### config.mk
export PLATFORM = sky130hd
export DESIGN_NAME = interlaken_lane_pcs
export DESIGN_NICKNAME = d
export VERILOG_FILES = /design/src/verilog/pcs_pkg.sv /design/src/verilog/interlaken_lane_pcs.sv /design/src/verilog/pcs_axil_regs.sv
export SDC_FILE = /design/constraint.sdc
export NUM_CORES = 2
export LEC_CHECK = 0
export BUFFER_PORTS_ARGS = -buffer_cell sky130_fd_sc_hd__buf_2
export CAP_MARGIN = 20
export CORE_MARGIN = 3
export CORE_UTILIZATION = 47
export CTS_BUF_LIST = sky130_fd_sc_hd__clkbuf_8
export CTS_CLUSTER_SIZE = 16
export DETAILED_ROUTE_END_ITERATION = 10
export GPL_TIMING_DRIVEN = 0
export SLEW_MARGIN = 10
export SYNTH_ARGS = -nofsm -noshare
export SYNTH_HDL_FRONTEND = slang
export SYNTH_SLANG_ARGS = --single-unit
### constraint.sdc
create_clock -name aclk -period 16.8 [get_ports aclk]
set_input_delay 4.2 -clock aclk [delete_from_list [all_inputs] [get_ports aclk]]
set_output_delay 4.2 -clock aclk [all_outputs]
set_load 0.05 [all_outputs]
### src/verilog/pcs_pkg.sv
// Shared constants, types and coding functions of the lane PCS
package pcs_pkg;
	// Line word header codes
	localparam logic [1:0] HDR_DATA = 2'h1;
	localparam logic [1:0] HDR_CTRL = 2'h2;
	// Metaframe length and fixed word positions
	localparam logic [12:0] MF_LEN_MIN = 13'h0005;
	localparam logic [12:0] MF_LEN_RST = 13'h0800;
	localparam logic [12:0] POS_SYNC = 13'h0000;
	localparam logic [12:0] POS_SCR = 13'h0001;
	localparam logic [12:0] POS_SKIP = 13'h0002;
	// Block lock counts
	localparam logic [6:0] BLK_GOOD_LAST = 7'h3f;
	localparam logic [5:0] BLK_WIN_LAST = 6'h3f;
	localparam logic [4:0] BLK_BAD_MAX = 5'h10;
	localparam logic [6:0] OFF_LAST = 7'h42;
	// Frame lock counts
	localparam logic [2:0] FRM_LOCK_LAST = 3'h3;
	localparam logic [2:0] FRM_BAD_LAST = 3'h3;
	// Control word codes and CRC constants
	localparam logic [63:0] SYNC_WORD = 64'h78f6_78f6_78f6_78f6;
	localparam logic [5:0] SCR_TYPE = 6'h0a;
	localparam logic [63:0] SKIP_WORD = 64'h1e1e_1e1e_1e1e_1e1e;
	localparam logic [31:0] DIAG_TYPE = 32'h6400_0000;
	localparam logic [31:0] CRC_POLY = 32'h1edc_6f41;
	localparam logic [31:0] CRC_INIT = 32'hffff_ffff;
	// Default scrambler seed, arbitrary value
	localparam logic [57:0] SCR_SEED_RST = 58'h2ab_cdef_0123_4567;
	// Register map
	localparam logic [11:0] REG_CTRL = 12'h000;
	localparam logic [11:0] REG_STATUS = 12'h004;
	localparam logic [1:0] RESP_OKAY = 2'h0;
	localparam logic [1:0] RESP_SLVERR = 2'h2;
	localparam int ST_WLOCK = 0;
	localparam int ST_FLOCK = 1;
	localparam int ST_EV_LSB = 2;
	typedef enum logic [1:0] {
		B_SEARCH = 2'b01,
		B_LOCK = 2'b10
	} blk_state_type;
	typedef enum logic [2:0] {
		F_SEARCH = 3'b001,
		F_VERIFY = 3'b010,
		F_LOCK = 3'b100
	} frm_state_type;
	typedef struct packed {
		logic ctl;
		logic [63:0] data;
	} fab_word_type;
	typedef struct packed {
		logic ovf;
		logic crc;
		logic scr;
		logic sync;
	} pcs_ev_type;
	// Additive x58+x39+1 scrambler, 64 bits per word, msb first
	function automatic logic [121:0] scr_step(input logic [57:0] s,
		input logic [63:0] d);
		logic [57:0] l;
		logic [63:0] o;
		logic fb;
		l = s;
		o = d;
		for (int i = 63; i >= 0; i--)
		begin
			fb = l[57] ^ l[38];
			o[i] = d[i] ^ fb;
			l = {l[56:0], fb};
		end
		return {l, o};
	endfunction
	// CRC-32 over one 64-bit word, msb first
	function automatic logic [31:0] crc_step(input logic [31:0] c,
		input logic [63:0] d);
		logic [31:0] r;
		logic fb;
		r = c;
		for (int i = 63; i >= 0; i--)
		begin
			fb = r[31] ^ d[i];
			r = {r[30:0], 1'b0};
			if (fb)
				r = r ^ CRC_POLY;
		end
		return r;
	endfunction
endpackage

### src/verilog/interlaken_lane_pcs.sv
// Per-lane 64B/67B framing PCS with metaframe, scrambler and CRC
`timescale 1ns/1ps
module interlaken_lane_pcs import pcs_pkg::*; #(
	parameter logic [57:0] SCR_SEED = SCR_SEED_RST
) (
	input wire logic aclk,
	input wire logic aresetn,
	input wire logic [11:0] awaddr,
	input wire logic awvalid,
	output logic awready,
	input wire logic [31:0] wdata,
	input wire logic [3:0] wstrb,
	input wire logic wvalid,
	output logic wready,
	output logic [1:0] bresp,
	output logic bvalid,
	input wire logic bready,
	input wire logic [11:0] araddr,
	input wire logic arvalid,
	output logic arready,
	output logic [31:0] rdata,
	output logic [1:0] rresp,
	output logic rvalid,
	input wire logic rready,
	input wire fab_word_type tx_word,
	input wire logic tx_valid,
	output logic tx_ready,
	output logic [66:0] tx_line,
	input wire logic [66:0] rx_line,
	output fab_word_type rx_word,
	output logic rx_valid,
	input wire logic rx_accept,
	output logic rx_ready,
	output logic rx_word_lock,
	output logic rx_frame_lock,
	output logic rx_crc_err
);
	typedef struct packed {
		logic [12:0] tx_pos;
		logic [57:0] tx_lfsr;
		logic [31:0] tx_crc;
		logic signed [9:0] tx_rd;
		logic [66:0] tx_line;
		logic tx_ready;
		logic [66:0] rx_prev;
		logic [6:0] rx_off;
		blk_state_type blk_st;
		logic [6:0] b_good;
		logic [5:0] b_win;
		logic [4:0] b_bad;
		frm_state_type frm_st;
		logic [12:0] rx_pos;
		logic [2:0] f_cnt;
		logic [2:0] f_bad;
		logic mf_bad;
		logic [57:0] rx_lfsr;
		logic [31:0] rx_crc;
		fab_word_type rx_word;
		logic rx_valid;
		logic rx_ready;
		logic word_lock;
		logic frame_lock;
		logic crc_err;
		pcs_ev_type ev;
	} pcs_st_type;
	pcs_st_type st_r;
	pcs_st_type st_nxt;
	logic [12:0] mf_len;
	logic [12:0] last;
	logic [12:0] t_np;
	logic [1:0] t_hdr;
	logic [63:0] t_pl;
	logic [63:0] t_sp;
	logic [57:0] t_lf;
	logic t_ex;
	logic t_inv;
	logic signed [9:0] t_d0;
	logic [133:0] r_win;
	logic [66:0] r_w;
	logic r_hv;
	logic r_ctl;
	logic r_sync;
	logic r_scr;
	logic r_bad;
	logic [63:0] r_pl;
	logic [63:0] r_dp;
	logic [63:0] r_d;
	logic [57:0] r_lf;
	logic [57:0] r_lf_ss;
	logic [63:0] r_unused;
	logic [4:0] r_nbad;
	logic [31:0] r_base;
	// Ones in a 64-bit word
	function automatic logic [6:0] pop64(input logic [63:0] d);
		logic [6:0] n;
		n = 7'h0;
		for (int i = 0; i < 64; i++)
			n = n + {6'h0, d[i]};
		return n;
	endfunction
	// Register slave; holds the metaframe length and error flags
	pcs_axil_regs u_regs (
		.aclk(aclk),
		.aresetn(aresetn),
		.awaddr(awaddr),
		.awvalid(awvalid),
		.awready(awready),
		.wdata(wdata),
		.wstrb(wstrb),
		.wvalid(wvalid),
		.wready(wready),
		.bresp(bresp),
		.bvalid(bvalid),
		.bready(bready),
		.araddr(araddr),
		.arvalid(arvalid),
		.arready(arready),
		.rdata(rdata),
		.rresp(rresp),
		.rvalid(rvalid),
		.rready(rready),
		.word_lock(st_r.word_lock),
		.frame_lock(st_r.frame_lock),
		.ev(st_r.ev),
		.mf_len(mf_len)
	);
	// One length serves both directions of the lane
	assign last = mf_len - 13'h0001;
	// Transmit: frame generator, CRC, scrambler, disparity
	always_comb
	begin
		st_nxt = st_r;
		t_hdr = HDR_CTRL;
		t_pl = SKIP_WORD;
		t_ex = 1'b0;
		// Word choice by metaframe position
		if (st_r.tx_pos == POS_SYNC)
		begin
			t_pl = SYNC_WORD;
			t_ex = 1'b1;
		end
		else if (st_r.tx_pos == POS_SCR)
		begin
			t_pl = {SCR_TYPE, st_r.tx_lfsr};
			t_ex = 1'b1;
		end
		else if (st_r.tx_pos == POS_SKIP)
			t_pl = SKIP_WORD;
		else if (st_r.tx_pos >= last)
			t_pl = {DIAG_TYPE, st_r.tx_crc};
		else if (tx_valid && st_r.tx_ready)
		begin
			// Fabric flag picks control or data header
			t_hdr = tx_word.ctl ? HDR_CTRL : HDR_DATA;
			t_pl = tx_word.data;
		end
		else
			t_pl = SKIP_WORD; // No word offered: fill with skip
		// CRC restarts at the sync word, covers all but diagnostic
		st_nxt.tx_crc = crc_step((st_r.tx_pos == POS_SYNC) ? CRC_INIT :
			st_r.tx_crc, t_pl);
		{t_lf, t_sp} = scr_step(st_r.tx_lfsr, t_pl);
		st_nxt.tx_lfsr = t_lf;
		if (t_ex)
			t_sp = t_pl;
		// Header holds one set bit, so word disparity is 2*ones-65
		t_d0 = $signed({2'h0, pop64(t_sp), 1'b0}) - 10'sd65;
		// Invert when the word pushes further the same way
		t_inv = (st_r.tx_rd[9] == t_d0[9]);
		st_nxt.tx_rd = t_inv ? st_r.tx_rd - t_d0 : st_r.tx_rd + t_d0;
		// Inversion flag, header, payload
		st_nxt.tx_line = {t_inv, t_hdr, t_inv ? ~t_sp : t_sp};
		t_np = (st_r.tx_pos >= last) ? POS_SYNC : st_r.tx_pos + 13'h0001;
		st_nxt.tx_pos = t_np;
		// Ready only in payload slots of the coming word
		st_nxt.tx_ready = (t_np > POS_SKIP) && (t_np < last);
		// Receive: word alignment over two consecutive line words
		r_win = {rx_line, st_r.rx_prev};
		r_w = r_win[st_r.rx_off +: 67];
		st_nxt.rx_prev = rx_line;
		r_hv = r_w[65] ^ r_w[64];
		r_nbad = st_r.b_bad + {4'h0, !r_hv};
		case (st_r.blk_st)
			B_SEARCH:
			begin
				if (r_hv)
				begin
					st_nxt.b_good = st_r.b_good + 7'h01;
					if (st_r.b_good == BLK_GOOD_LAST)
					begin
						st_nxt.blk_st = B_LOCK;
						st_nxt.b_win = 6'h00;
						st_nxt.b_bad = 5'h00;
						st_nxt.word_lock = 1'b1;
					end
				end
				else
				begin
					// Bad header: slip one bit and count afresh
					st_nxt.b_good = 7'h00;
					st_nxt.rx_off = (st_r.rx_off == OFF_LAST) ? 7'h00 :
						st_r.rx_off + 7'h01;
				end
			end
			B_LOCK:
			begin
				st_nxt.b_win = st_r.b_win + 6'h01;
				st_nxt.b_bad = r_nbad;
				if (r_nbad >= BLK_BAD_MAX)
				begin
					st_nxt.blk_st = B_SEARCH;
					st_nxt.b_good = 7'h00;
					st_nxt.word_lock = 1'b0;
					st_nxt.rx_off = (st_r.rx_off == OFF_LAST) ? 7'h00 :
						st_r.rx_off + 7'h01;
				end
				else if (st_r.b_win == BLK_WIN_LAST)
					st_nxt.b_bad = 5'h00;
			end
			default:
				st_nxt.blk_st = B_SEARCH;
		endcase
		// Undo inversion, then classify the word
		r_pl = r_w[66] ? ~r_w[63:0] : r_w[63:0];
		r_ctl = (r_w[65:64] == HDR_CTRL);
		r_sync = r_ctl && (r_pl == SYNC_WORD);
		r_scr = r_ctl && (r_pl[63:58] == SCR_TYPE);
		{r_lf, r_dp} = scr_step(st_r.rx_lfsr, r_pl);
		{r_lf_ss, r_unused} = scr_step(r_pl[57:0], r_pl);
		r_d = (r_sync || r_scr) ? r_pl : r_dp;
		// State word reloads the descrambler
		st_nxt.rx_lfsr = r_scr ? r_lf_ss : r_lf;
		r_base = (st_r.rx_pos == POS_SYNC || st_r.frm_st == F_SEARCH) ?
			CRC_INIT : st_r.rx_crc;
		st_nxt.rx_crc = crc_step(r_base, r_d);
		st_nxt.rx_pos = (st_r.rx_pos >= last) ? POS_SYNC :
			st_r.rx_pos + 13'h0001;
		st_nxt.ev = '0;
		st_nxt.crc_err = 1'b0;
		r_bad = 1'b0;
		// Metaframe synchronizer
		case (st_r.frm_st)
			F_SEARCH:
			begin
				if (st_r.word_lock && r_sync)
				begin
					st_nxt.frm_st = F_VERIFY;
					st_nxt.rx_pos = POS_SCR;
					st_nxt.f_cnt = 3'h1;
				end
			end
			F_VERIFY:
			begin
				if (st_r.rx_pos == POS_SYNC)
				begin
					if (!r_sync)
						st_nxt.frm_st = F_SEARCH;
					else if (st_r.f_cnt == FRM_LOCK_LAST)
					begin
						st_nxt.frm_st = F_LOCK;
						st_nxt.frame_lock = 1'b1;
						st_nxt.f_bad = 3'h0;
						st_nxt.mf_bad = 1'b0;
					end
					else
						st_nxt.f_cnt = st_r.f_cnt + 3'h1;
				end
			end
			F_LOCK:
			begin
				// Check sync and state words of each metaframe
				if (st_r.rx_pos == POS_SYNC && !r_sync)
				begin
					r_bad = 1'b1;
					st_nxt.ev.sync = 1'b1;
				end
				if (st_r.rx_pos == POS_SCR &&
					(!r_scr || r_pl[57:0] != st_r.rx_lfsr))
				begin
					r_bad = 1'b1;
					st_nxt.ev.scr = 1'b1;
				end
				st_nxt.mf_bad = st_r.mf_bad | r_bad;
				if (st_r.rx_pos >= last)
				begin
					// Diagnostic word carries the frame CRC
					if (!r_ctl || r_d[31:0] != st_r.rx_crc)
					begin
						st_nxt.crc_err = 1'b1;
						st_nxt.ev.crc = 1'b1;
					end
					st_nxt.mf_bad = 1'b0;
					if (!st_r.mf_bad)
						st_nxt.f_bad = 3'h0;
					else if (st_r.f_bad == FRM_BAD_LAST)
					begin
						st_nxt.frm_st = F_SEARCH;
						st_nxt.frame_lock = 1'b0;
					end
					else
						st_nxt.f_bad = st_r.f_bad + 3'h1;
				end
			end
			default:
				st_nxt.frm_st = F_SEARCH;
		endcase
		// Word lock loss also ends frame lock
		if (!st_nxt.word_lock)
		begin
			st_nxt.frm_st = F_SEARCH;
			st_nxt.frame_lock = 1'b0;
		end
		// Every aligned word goes out, control words included
		st_nxt.rx_word.ctl = r_ctl;
		st_nxt.rx_word.data = r_d;
		st_nxt.rx_valid = st_r.word_lock;
		st_nxt.rx_ready = st_nxt.word_lock && st_nxt.frame_lock;
		// No buffer here: a refused word is lost and flagged
		st_nxt.ev.ovf = st_r.rx_valid && !rx_accept;
	end
	// State register; seed loads at every reset
	always_ff @(posedge aclk)
	begin
		if (!aresetn)
		begin
			st_r <= '0;
			st_r.tx_lfsr <= SCR_SEED;
			st_r.tx_crc <= CRC_INIT;
			st_r.rx_lfsr <= SCR_SEED;
			st_r.rx_crc <= CRC_INIT;
			st_r.blk_st <= B_SEARCH;
			st_r.frm_st <= F_SEARCH;
		end
		else
			st_r <= st_nxt;
	end
	// Outputs straight from the state register
	assign tx_ready = st_r.tx_ready;
	assign tx_line = st_r.tx_line;
	assign rx_word = st_r.rx_word;
	assign rx_valid = st_r.rx_valid;
	assign rx_ready = st_r.rx_ready;
	assign rx_word_lock = st_r.word_lock;
	assign rx_frame_lock = st_r.frame_lock;
	assign rx_crc_err = st_r.crc_err;
endmodule // interlaken_lane_pcs

### src/verilog/pcs_axil_regs.sv
// AXI4-Lite register slave of the lane PCS
`timescale 1ns/1ps
module pcs_axil_regs import pcs_pkg::*; (
	input wire logic aclk,
	input wire logic aresetn,
	input wire logic [11:0] awaddr,
	input wire logic awvalid,
	output logic awready,
	input wire logic [31:0] wdata,
	input wire logic [3:0] wstrb,
	input wire logic wvalid,
	output logic wready,
	output logic [1:0] bresp,
	output logic bvalid,
	input wire logic bready,
	input wire logic [11:0] araddr,
	input wire logic arvalid,
	output logic arready,
	output logic [31:0] rdata,
	output logic [1:0] rresp,
	output logic rvalid,
	input wire logic rready,
	input wire logic word_lock,
	input wire logic frame_lock,
	input wire pcs_ev_type ev,
	output logic [12:0] mf_len
);
	typedef struct packed {
		logic awready;
		logic wready;
		logic aw_got;
		logic w_got;
		logic [11:0] awaddr;
		logic [31:0] wdata;
		logic [3:0] wstrb;
		logic bvalid;
		logic [1:0] bresp;
		logic arready;
		logic rvalid;
		logic [31:0] rdata;
		logic [1:0] rresp;
		logic [12:0] mf_len;
		logic [3:0] sticky;
	} regs_st_type;
	regs_st_type st_r;
	regs_st_type st_nxt;
	logic [3:0] clr;
	logic [12:0] len;
	// Address decode shared by read and write: 01 ctrl, 10 status
	function automatic logic [1:0] reg_sel(input logic [11:0] a);
		if (a == REG_CTRL)
			return 2'h1;
		else if (a == REG_STATUS)
			return 2'h2;
		else
			return 2'h0;
	endfunction
	// Bus handshakes, register writes and reads
	always_comb
	begin
		st_nxt = st_r;
		clr = 4'h0;
		len = st_r.mf_len;
		if (awvalid && st_r.awready)
		begin
			st_nxt.aw_got = 1'b1;
			st_nxt.awaddr = awaddr;
		end
		if (wvalid && st_r.wready)
		begin
			st_nxt.w_got = 1'b1;
			st_nxt.wdata = wdata;
			st_nxt.wstrb = wstrb;
		end
		// Write acts once both halves are in, whatever their order
		if (st_r.aw_got && st_r.w_got)
		begin
			st_nxt.aw_got = 1'b0;
			st_nxt.w_got = 1'b0;
			st_nxt.bvalid = 1'b1;
			st_nxt.bresp = RESP_OKAY;
			if (reg_sel(st_r.awaddr) == 2'h1)
			begin
				if (st_r.wstrb[0])
					len[7:0] = st_r.wdata[7:0];
				if (st_r.wstrb[1])
					len[12:8] = st_r.wdata[12:8];
				// Too short a metaframe is raised to the minimum
				st_nxt.mf_len = (len < MF_LEN_MIN) ? MF_LEN_MIN : len;
			end
			else if (reg_sel(st_r.awaddr) == 2'h2)
			begin
				if (st_r.wstrb[0])
					clr = st_r.wdata[ST_EV_LSB +: 4];
			end
			else
				st_nxt.bresp = RESP_SLVERR;
		end
		if (st_r.bvalid && bready)
			st_nxt.bvalid = 1'b0;
		// One write in flight: no new halves until response is gone
		st_nxt.awready = !st_nxt.aw_got && !st_nxt.bvalid &&
			!(st_nxt.w_got && st_nxt.aw_got);
		st_nxt.wready = !st_nxt.w_got && !st_nxt.bvalid;
		// Sticky events: a new event beats a clear in the same cycle
		st_nxt.sticky = (st_r.sticky & ~clr) | ev;
		if (arvalid && st_r.arready)
		begin
			st_nxt.arready = 1'b0;
			st_nxt.rvalid = 1'b1;
			st_nxt.rresp = RESP_OKAY;
			st_nxt.rdata = 32'h0;
			if (reg_sel(araddr) == 2'h1)
				st_nxt.rdata[12:0] = st_r.mf_len;
			else if (reg_sel(araddr) == 2'h2)
			begin
				st_nxt.rdata[ST_WLOCK] = word_lock;
				st_nxt.rdata[ST_FLOCK] = frame_lock;
				st_nxt.rdata[ST_EV_LSB +: 4] = st_r.sticky;
			end
			else
				st_nxt.rresp = RESP_SLVERR;
		end
		else if (st_r.rvalid && rready)
		begin
			st_nxt.rvalid = 1'b0;
			st_nxt.arready = 1'b1;
		end
	end
	// State register, synchronous reset
	always_ff @(posedge aclk)
	begin
		if (!aresetn)
		begin
			st_r <= '0;
			st_r.awready <= 1'b1;
			st_r.wready <= 1'b1;
			st_r.arready <= 1'b1;
			st_r.mf_len <= MF_LEN_RST;
		end
		else
			st_r <= st_nxt;
	end
	assign awready = st_r.awready;
	assign wready = st_r.wready;
	assign bresp = st_r.bresp;
	assign bvalid = st_r.bvalid;
	assign arready = st_r.arready;
	assign rdata = st_r.rdata;
	assign rresp = st_r.rresp;
	assign rvalid = st_r.rvalid;
	assign mf_len = st_r.mf_len;
endmodule // pcs_axil_regs

After elaboration in Yosys (flattened, before gate mapping):

Index checks and enable logic that the tools add are counted.

* register bits: 529
* bits of input ports: 201
* output and inout bits: 179
* logic and storage cells: 1038

* add/sub/neg operators: 75
* order comparisons: 6
* eq/ne operators: 39
* shift operators: 1
* mux-type cells: 234
* bitwise gates (word level): 585
* reductions and logical operators: 53

Operators with widths (count)
* 29-bit two-way mux: 128
* 17-bit NOT: 128
* 64-bit two-way mux: 9
* 1-bit XOR: 449
* 7-bit by 1-bit adder with 7-bit output: 57
* 134-bit by 8-bit indexed part select with 67-bit output: 1
* 64-bit NOT: 2
* 64-bit by 63-bit == test with 1-bit output, second input constant: 1
* 32-bit two-way mux: 2
* 58-bit two-way mux: 1
* 58-bit != test: 1
* 13-bit two-way mux: 4
* 2-bit two-way mux: 26
* 7-bit two-way mux: 6
* 18-bit one-hot mux with 2 select lines: 1
* 32-bit != test: 1
* 3-bit two-way mux: 10
* 13-bit by 1-bit adder with 13-bit output, second input constant: 2
* 13-bit by 1-bit == test with 1-bit output, second input constant: 2
* 13-bit greater-or-equal comparator: 2
* 13-bit zero test: 2
* 5-bit two-way mux: 5
* 12-bit by 3-bit == test with 1-bit output, second input constant: 2
* 12-bit zero test: 2
* 61 further kinds: 149

Logic depth before layout (Yosys ltp):

* depth after elaboration: 135
* gate-level depth with buffers: 54
* gate-level depth less buffers: 50

By module:

A second synthesis with hierarchy kept.

* cell total of the unflattened synthesis: 6365
* area total of the unflattened synthesis: 60327.9 um^2

By module, submodules not included
* interlaken_lane_pcs: times used 1, cells each 5999, area each 57267.4 um^2, sequential area each 9208.8 um^2
* pcs_axil_regs: times used 1, cells each 366, area each 3060.4 um^2, sequential area each 1321.3 um^2

Least setup slack after synthesis:

OpenSTA, ideal clock, no wires.

* path kind: input port to flip-flop
* from: in rx_line[34]
* to: reg st_r[94] in the netlist's numbering
* setup time: 129 ps
* data arrival time: 15411 ps
* data required time: 16671 ps
* setup slack: 1260 ps
* stages: 32
* buffers on the path: 1
* path through: mux2_1 mux4_2 a222oi_1 nand2_1 a211oi_2 buf_2 nand3_1 nor4b_1 o21ai_0 nor4bb_1 nand3_2 a31oi_4 xnor2_2 xnor3_1 xor3_2 xnor2_2 xnor3_2 xnor3_2 xnor3_2 xnor3_1 xor2_1 xnor2_1 xnor3_4 xor3_1 xnor3_2 xnor3_2 xnor3_1 xnor3_2 xnor3_2 xnor3_2 xnor3_1 nand2_1

* word-level cells in the longest chain between the ends: 105
* elaborated cells on any way between the ends: 262

Ends and longest elaborated chain
* start, declared: line interlaken_lane_pcs.sv:29 `input wire logic [66:0] rx_line,`
* 134-bit by 8-bit indexed part select with 67-bit output *: line interlaken_lane_pcs.sv:179 `r_w = r_win[st_r.rx_off +: 67];`
* 64-bit NOT: line interlaken_lane_pcs.sv:224 `r_pl = r_w[66] ? ~r_w[63:0] : r_w[63:0];`
* 64-bit two-way mux: line interlaken_lane_pcs.sv:224
* 64-bit by 63-bit == test with 1-bit output / 6-bit by 4-bit == test with 1-bit output (equally long branches): line interlaken_lane_pcs.sv:226, interlaken_lane_pcs.sv:227
* 1-bit logical AND (on tied branches): line interlaken_lane_pcs.sv:226, interlaken_lane_pcs.sv:227
* 1-bit logical OR: line interlaken_lane_pcs.sv:230 `r_d = (r_sync || r_scr) ? r_pl : r_dp;`
* 64-bit two-way mux *: line interlaken_lane_pcs.sv:230
* 1-bit XOR: line pcs_pkg.sv:80 `fb = r[31] ^ d[i];`
* (+86 left out)
* 17-bit NOT (no source line)
* 29-bit two-way mux (4 in series): line pcs_pkg.sv:82 `if (fb)`
* 17-bit NOT (no source line)
* 29-bit two-way mux: line pcs_pkg.sv:82
* 17-bit NOT (no source line)
* 29-bit two-way mux: line pcs_pkg.sv:82
* 17-bit NOT (no source line)
* 29-bit two-way mux *: line pcs_pkg.sv:82
* end signal, assigned: line interlaken_lane_pcs.sv:335 `st_r <= st_nxt;`
* end, declared: line interlaken_lane_pcs.sv:66 `pcs_st_type st_r;`

Every way passes the cells marked *; elsewhere a longest branch is shown, timed or not.
A chain may end at the register's enable or synchronous reset.

Final worst setup path:

* from: in rx_line[41]
* to: reg st_r[94] in the netlist's numbering

Same word-level chain as after synthesis.

==> results by group <==
Outcome
  • Status: complete, but fails checks
  • Failing checks: negative setup slack

Synth
  • Seq/Total Area, Yosys: about 18%
  • Mapped cell area: ~0.06 mm²
  • Main flop type after synthesis: dfxtp_1
  • Area contributors post-synth: dfxtp_1, xnor2_1, xnor3_1
  • Yosys top cell area share: 17.9%
  • Most frequent cell after synthesis: xnor2_1
  • Top cells by count, synth: xnor2_1, nor2_1, dfxtp_1
  • Syn Inst Count: between 6000 and 7000
  • Syn. warnings: 0
  • Post-synth top area cell: dfxtp_1
  • Synth Area per Inst: 9.25 µm²
  • Post-synthesis cell type count: roughly 120
  • Async set or reset register ratio after synthesis: 0%
  • #FFs+latches synth: between 500 and 600
  • Post-synth EDFFs: 0

Critical path
  • WP buf/inv: 2
  • Reg2Reg Depth: 37
  • Startpoint Class: primary input
  • Worst reg2reg endpoint: st_r[94]
  • Slowest cell delay on critical path: ~860 ps
  • Worst Setup Path Type: in2reg
  • Worst path top cell family by delay: XOR/XNOR gates
  • Worst Path Required: between 15000 and 20000 ps
  • RR Startpoint: st_r[209]
  • Slowest cell on the critical path: o311ai_0
  • Critical path peak fanout: 10
  • R2R Setup Slk: -20 ps
  • CP most frequent cell: xnor3_2
  • Element type at the critical path end: flip-flop
  • Arrival @ worst endpoint: ~18000 ps

Global routing
  • Total grt overflow: 0
  • Largest net degree at the start of global routing: 19
  • Vias in the first global route: 53461
  • GR Util All Layers: between 40% and 50%
  • First-pass GRT wire length: 420000 µm
  • Initial antenna violation count: 30

Clock tree
  • TritonCTS buffer count: 95
  • Worst-path clk slew: roughly 60 ps
  • Worst-Skew Late Latency: between 800 and 900 ps
  • CTS tree: done
  • Clk root buf: clkbuf_8
  • Num Clock Sinks: between 500 and 600
  • Hold_buf cts: 0
  • Clock buffer depth: 3
  • CTS HTree Levels: 3

Timing
  • Fmax: between 50 and 60 MHz
  • Clock Skew: 65.7 ps
  • Worst-Margin Slew: between 1000 and 1500 ps
  • Final count of pins violating max slew: 0
  • Fin. Hold Viols: 0
  • Slew margin rel.: around 12%
  • RSZ-0062 raised after global routing: yes
  • Worst setup margin: -293 ps
  • Setup Viol. Count Final: 12
  • Final Cycle Share: 102%
  • Fin crit period: between 15000 and 20000 ps

Die
  • Row count: approximately 130
  • IO Count: 380
  • Die area: roughly 0.13 mm²
  • Core Region: 0.124 mm²
  • Die Width: around 360 µm
  • Starting Density: roughly 47%
  • Die H: around 360 µm

Place
  • Placed cell area: roughly 0.063 mm²
  • Final weighted congestion in routability-driven placement: 1.14
  • Post-DP HPWL: between 200000 and 250000 µm
  • Port Buffer Count: about 340
  • Placement Setup Slack: -1640 ps

Layout
  • Sequential Area: ~0.011 mm²
  • Layout cell share with drive strength beyond 1: around 17%
  • Multi-input gate area: between 0.04 and 0.05 mm²
  • Area Growth Syn to Fin: 12.8%
  • Fin nets: between 7000 and 8000
  • Design area: approximately 0.066 mm²
  • Fillers: 11380

Min path
  • WHS Endpoint: st_r[349]
  • HP Start: st_r[349]
  • Worst Hold Class: reg2reg
  • Hold Crit Depth: 1

Route
  • Vias: 56021
  • 1st-iter DRT viols: 8735
  • Post-route ant nets: 0
  • DR WL/cell: roughly 36 µm
  • DR pass1 iterations: 10
  • Final WL: between 300000 and 400000 µm
  • # DRC: 0
  • Drt via density: 6.51

Job
  • Max Cap Viol: 0
worst max-delay path by stage:
stage | slack [ps] | depth (start not counted) | from | end
6_report | -290 | 33 | rx_line[41] | st_r[94]
5_1_grt | -220 | 34 | rx_line[41] | st_r[94]
4_1_cts | -0.7 | 36 | rx_line[39] | st_r[93]
3_5_place_dp | -1640 | 33 | rx_line[1] | st_r[93]
3_3_place_gp | -2720 | 32 | rx_line[1] | st_r[93]
2_1_floorplan | 1260 | 32 | rx_line[34] | st_r[94]
layout by cell type, fill, tap and decap left out, types with 33 or more instances in the layout:
| cell type | Yosys | final |
|---|---|---|
| a211oi_1 | 62 | 59 |
| a21oi_1 | 223 | 221 |
| a22o_1 | 35 | 35 |
| a22oi_1 | 52 | 52 |
| and2_1 | 177 | 177 |
| and3_1 | 55 | 54 |
| buf_1 | 49 | 46 |
| buf_2 | 36 | 375 |
| buf_4 | 181 | 215 |
| clkbuf_1 | 234 | 228 |
| clkbuf_8 | 0 | 119 |
| dfxtp_1 | 526 | 526 |
| fa_1 | 55 | 55 |
| ha_1 | 72 | 72 |
| inv_1 | 91 | 109 |
| mux2_2 | 55 | 55 |
| mux2i_1 | 194 | 185 |
| mux4_2 | 121 | 121 |
| nand2_1 | 495 | 495 |
| nand3_1 | 88 | 87 |
| nand4_1 | 40 | 40 |
| nor2_1 | 592 | 590 |
| nor3_1 | 99 | 94 |
| nor4_1 | 36 | 33 |
| o211ai_1 | 40 | 40 |
| o21ai_0 | 173 | 173 |
| o22ai_1 | 85 | 85 |
| or3_1 | 47 | 47 |
| xnor2_1 | 1004 | 993 |
| xnor2_2 | 27 | 33 |
| xnor3_1 | 269 | 265 |
| xor2_1 | 497 | 484 |
| xor3_1 | 49 | 47 |
worst register-to-register path: cells and delay by family, from the launching register on:
family,cells,cell delay (ps)
XOR/XNOR,19,8650
buffers and inverters,8,5010
AO/OA/AOI/OAI,4,1580
AND/OR/NAND/NOR,5,830
flip-flops,1,300
multiplexers,1,290
layer usage:
layer,GRT usage [%],up-vias,share of wire [%]
met5,0,-,0.030
met4,30.9,12,8.6
met3,15.6,1174,13
met2,67.2,4470,41
met1,56.7,27295,37
li1,-,23070,-
logic make-up (layout without fill, tap and decap cells):
family	after synthesis	after routing	share of synthesized area (%)
adders and majority gates	131	131	3.48
and+or+nand+nor	1787	1787	14.3
buffers and inverters	612	1194	5.36
AOI/OAI and AO/OA	999	999	11.8
other	1	43	0.00639
muxes	382	382	9.27
DFF	526	526	17.9
xor gates and xnor gates	1908	1908	37.9
timing repair:
item                                    CTS  global route
buffers inserted                          5            16
endpoints found under the setup margin   30            50
resized for setup                        31            49
pin swaps                                 4             8
cloned                                    0             0
state kept, by name (all words and copies together) (netlist names), 13 cells and up:
| register | flops |
|---|---|
| u_regs.mf_len | 13 |
| u_regs.rdata | 13 |
| rx_word | 65 |
| tx_line | 67 |
| u_regs.st_r | 33 |
| st_r | 257 |
| r_win | 67 |
area by class of cell:
type                            count  area share [%]
Timing Repair Buffer              403            3.52
Antenna cell                       22          0.0831
Tap cell                         1637            3.09
Inverter                           95           0.539
Multi-Input combinational cell   5228            68.9
Clock buffer                      119            2.47
Clock inverter                     60            1.19
Sequential cell                   526            15.9
Buffer                            517            4.25
stage by stage:
step	setup TNS, ps	instances	utilization (%)	hold WS (ps)
2_1_floorplan	0	6366	-	413
3_3_place_gp	-79570	8338	50.5	419
3_5_place_dp	-47010	8377	50.9	439
4_1_cts	-0.657	8561	53.0	451
5_1_grt	-476	8589	53.5	476
6_report	-1130	8607	53.5	450
Power is not shown: default switching activity piles up to over one toggle a cycle in this logic, so the estimate is an artifact.
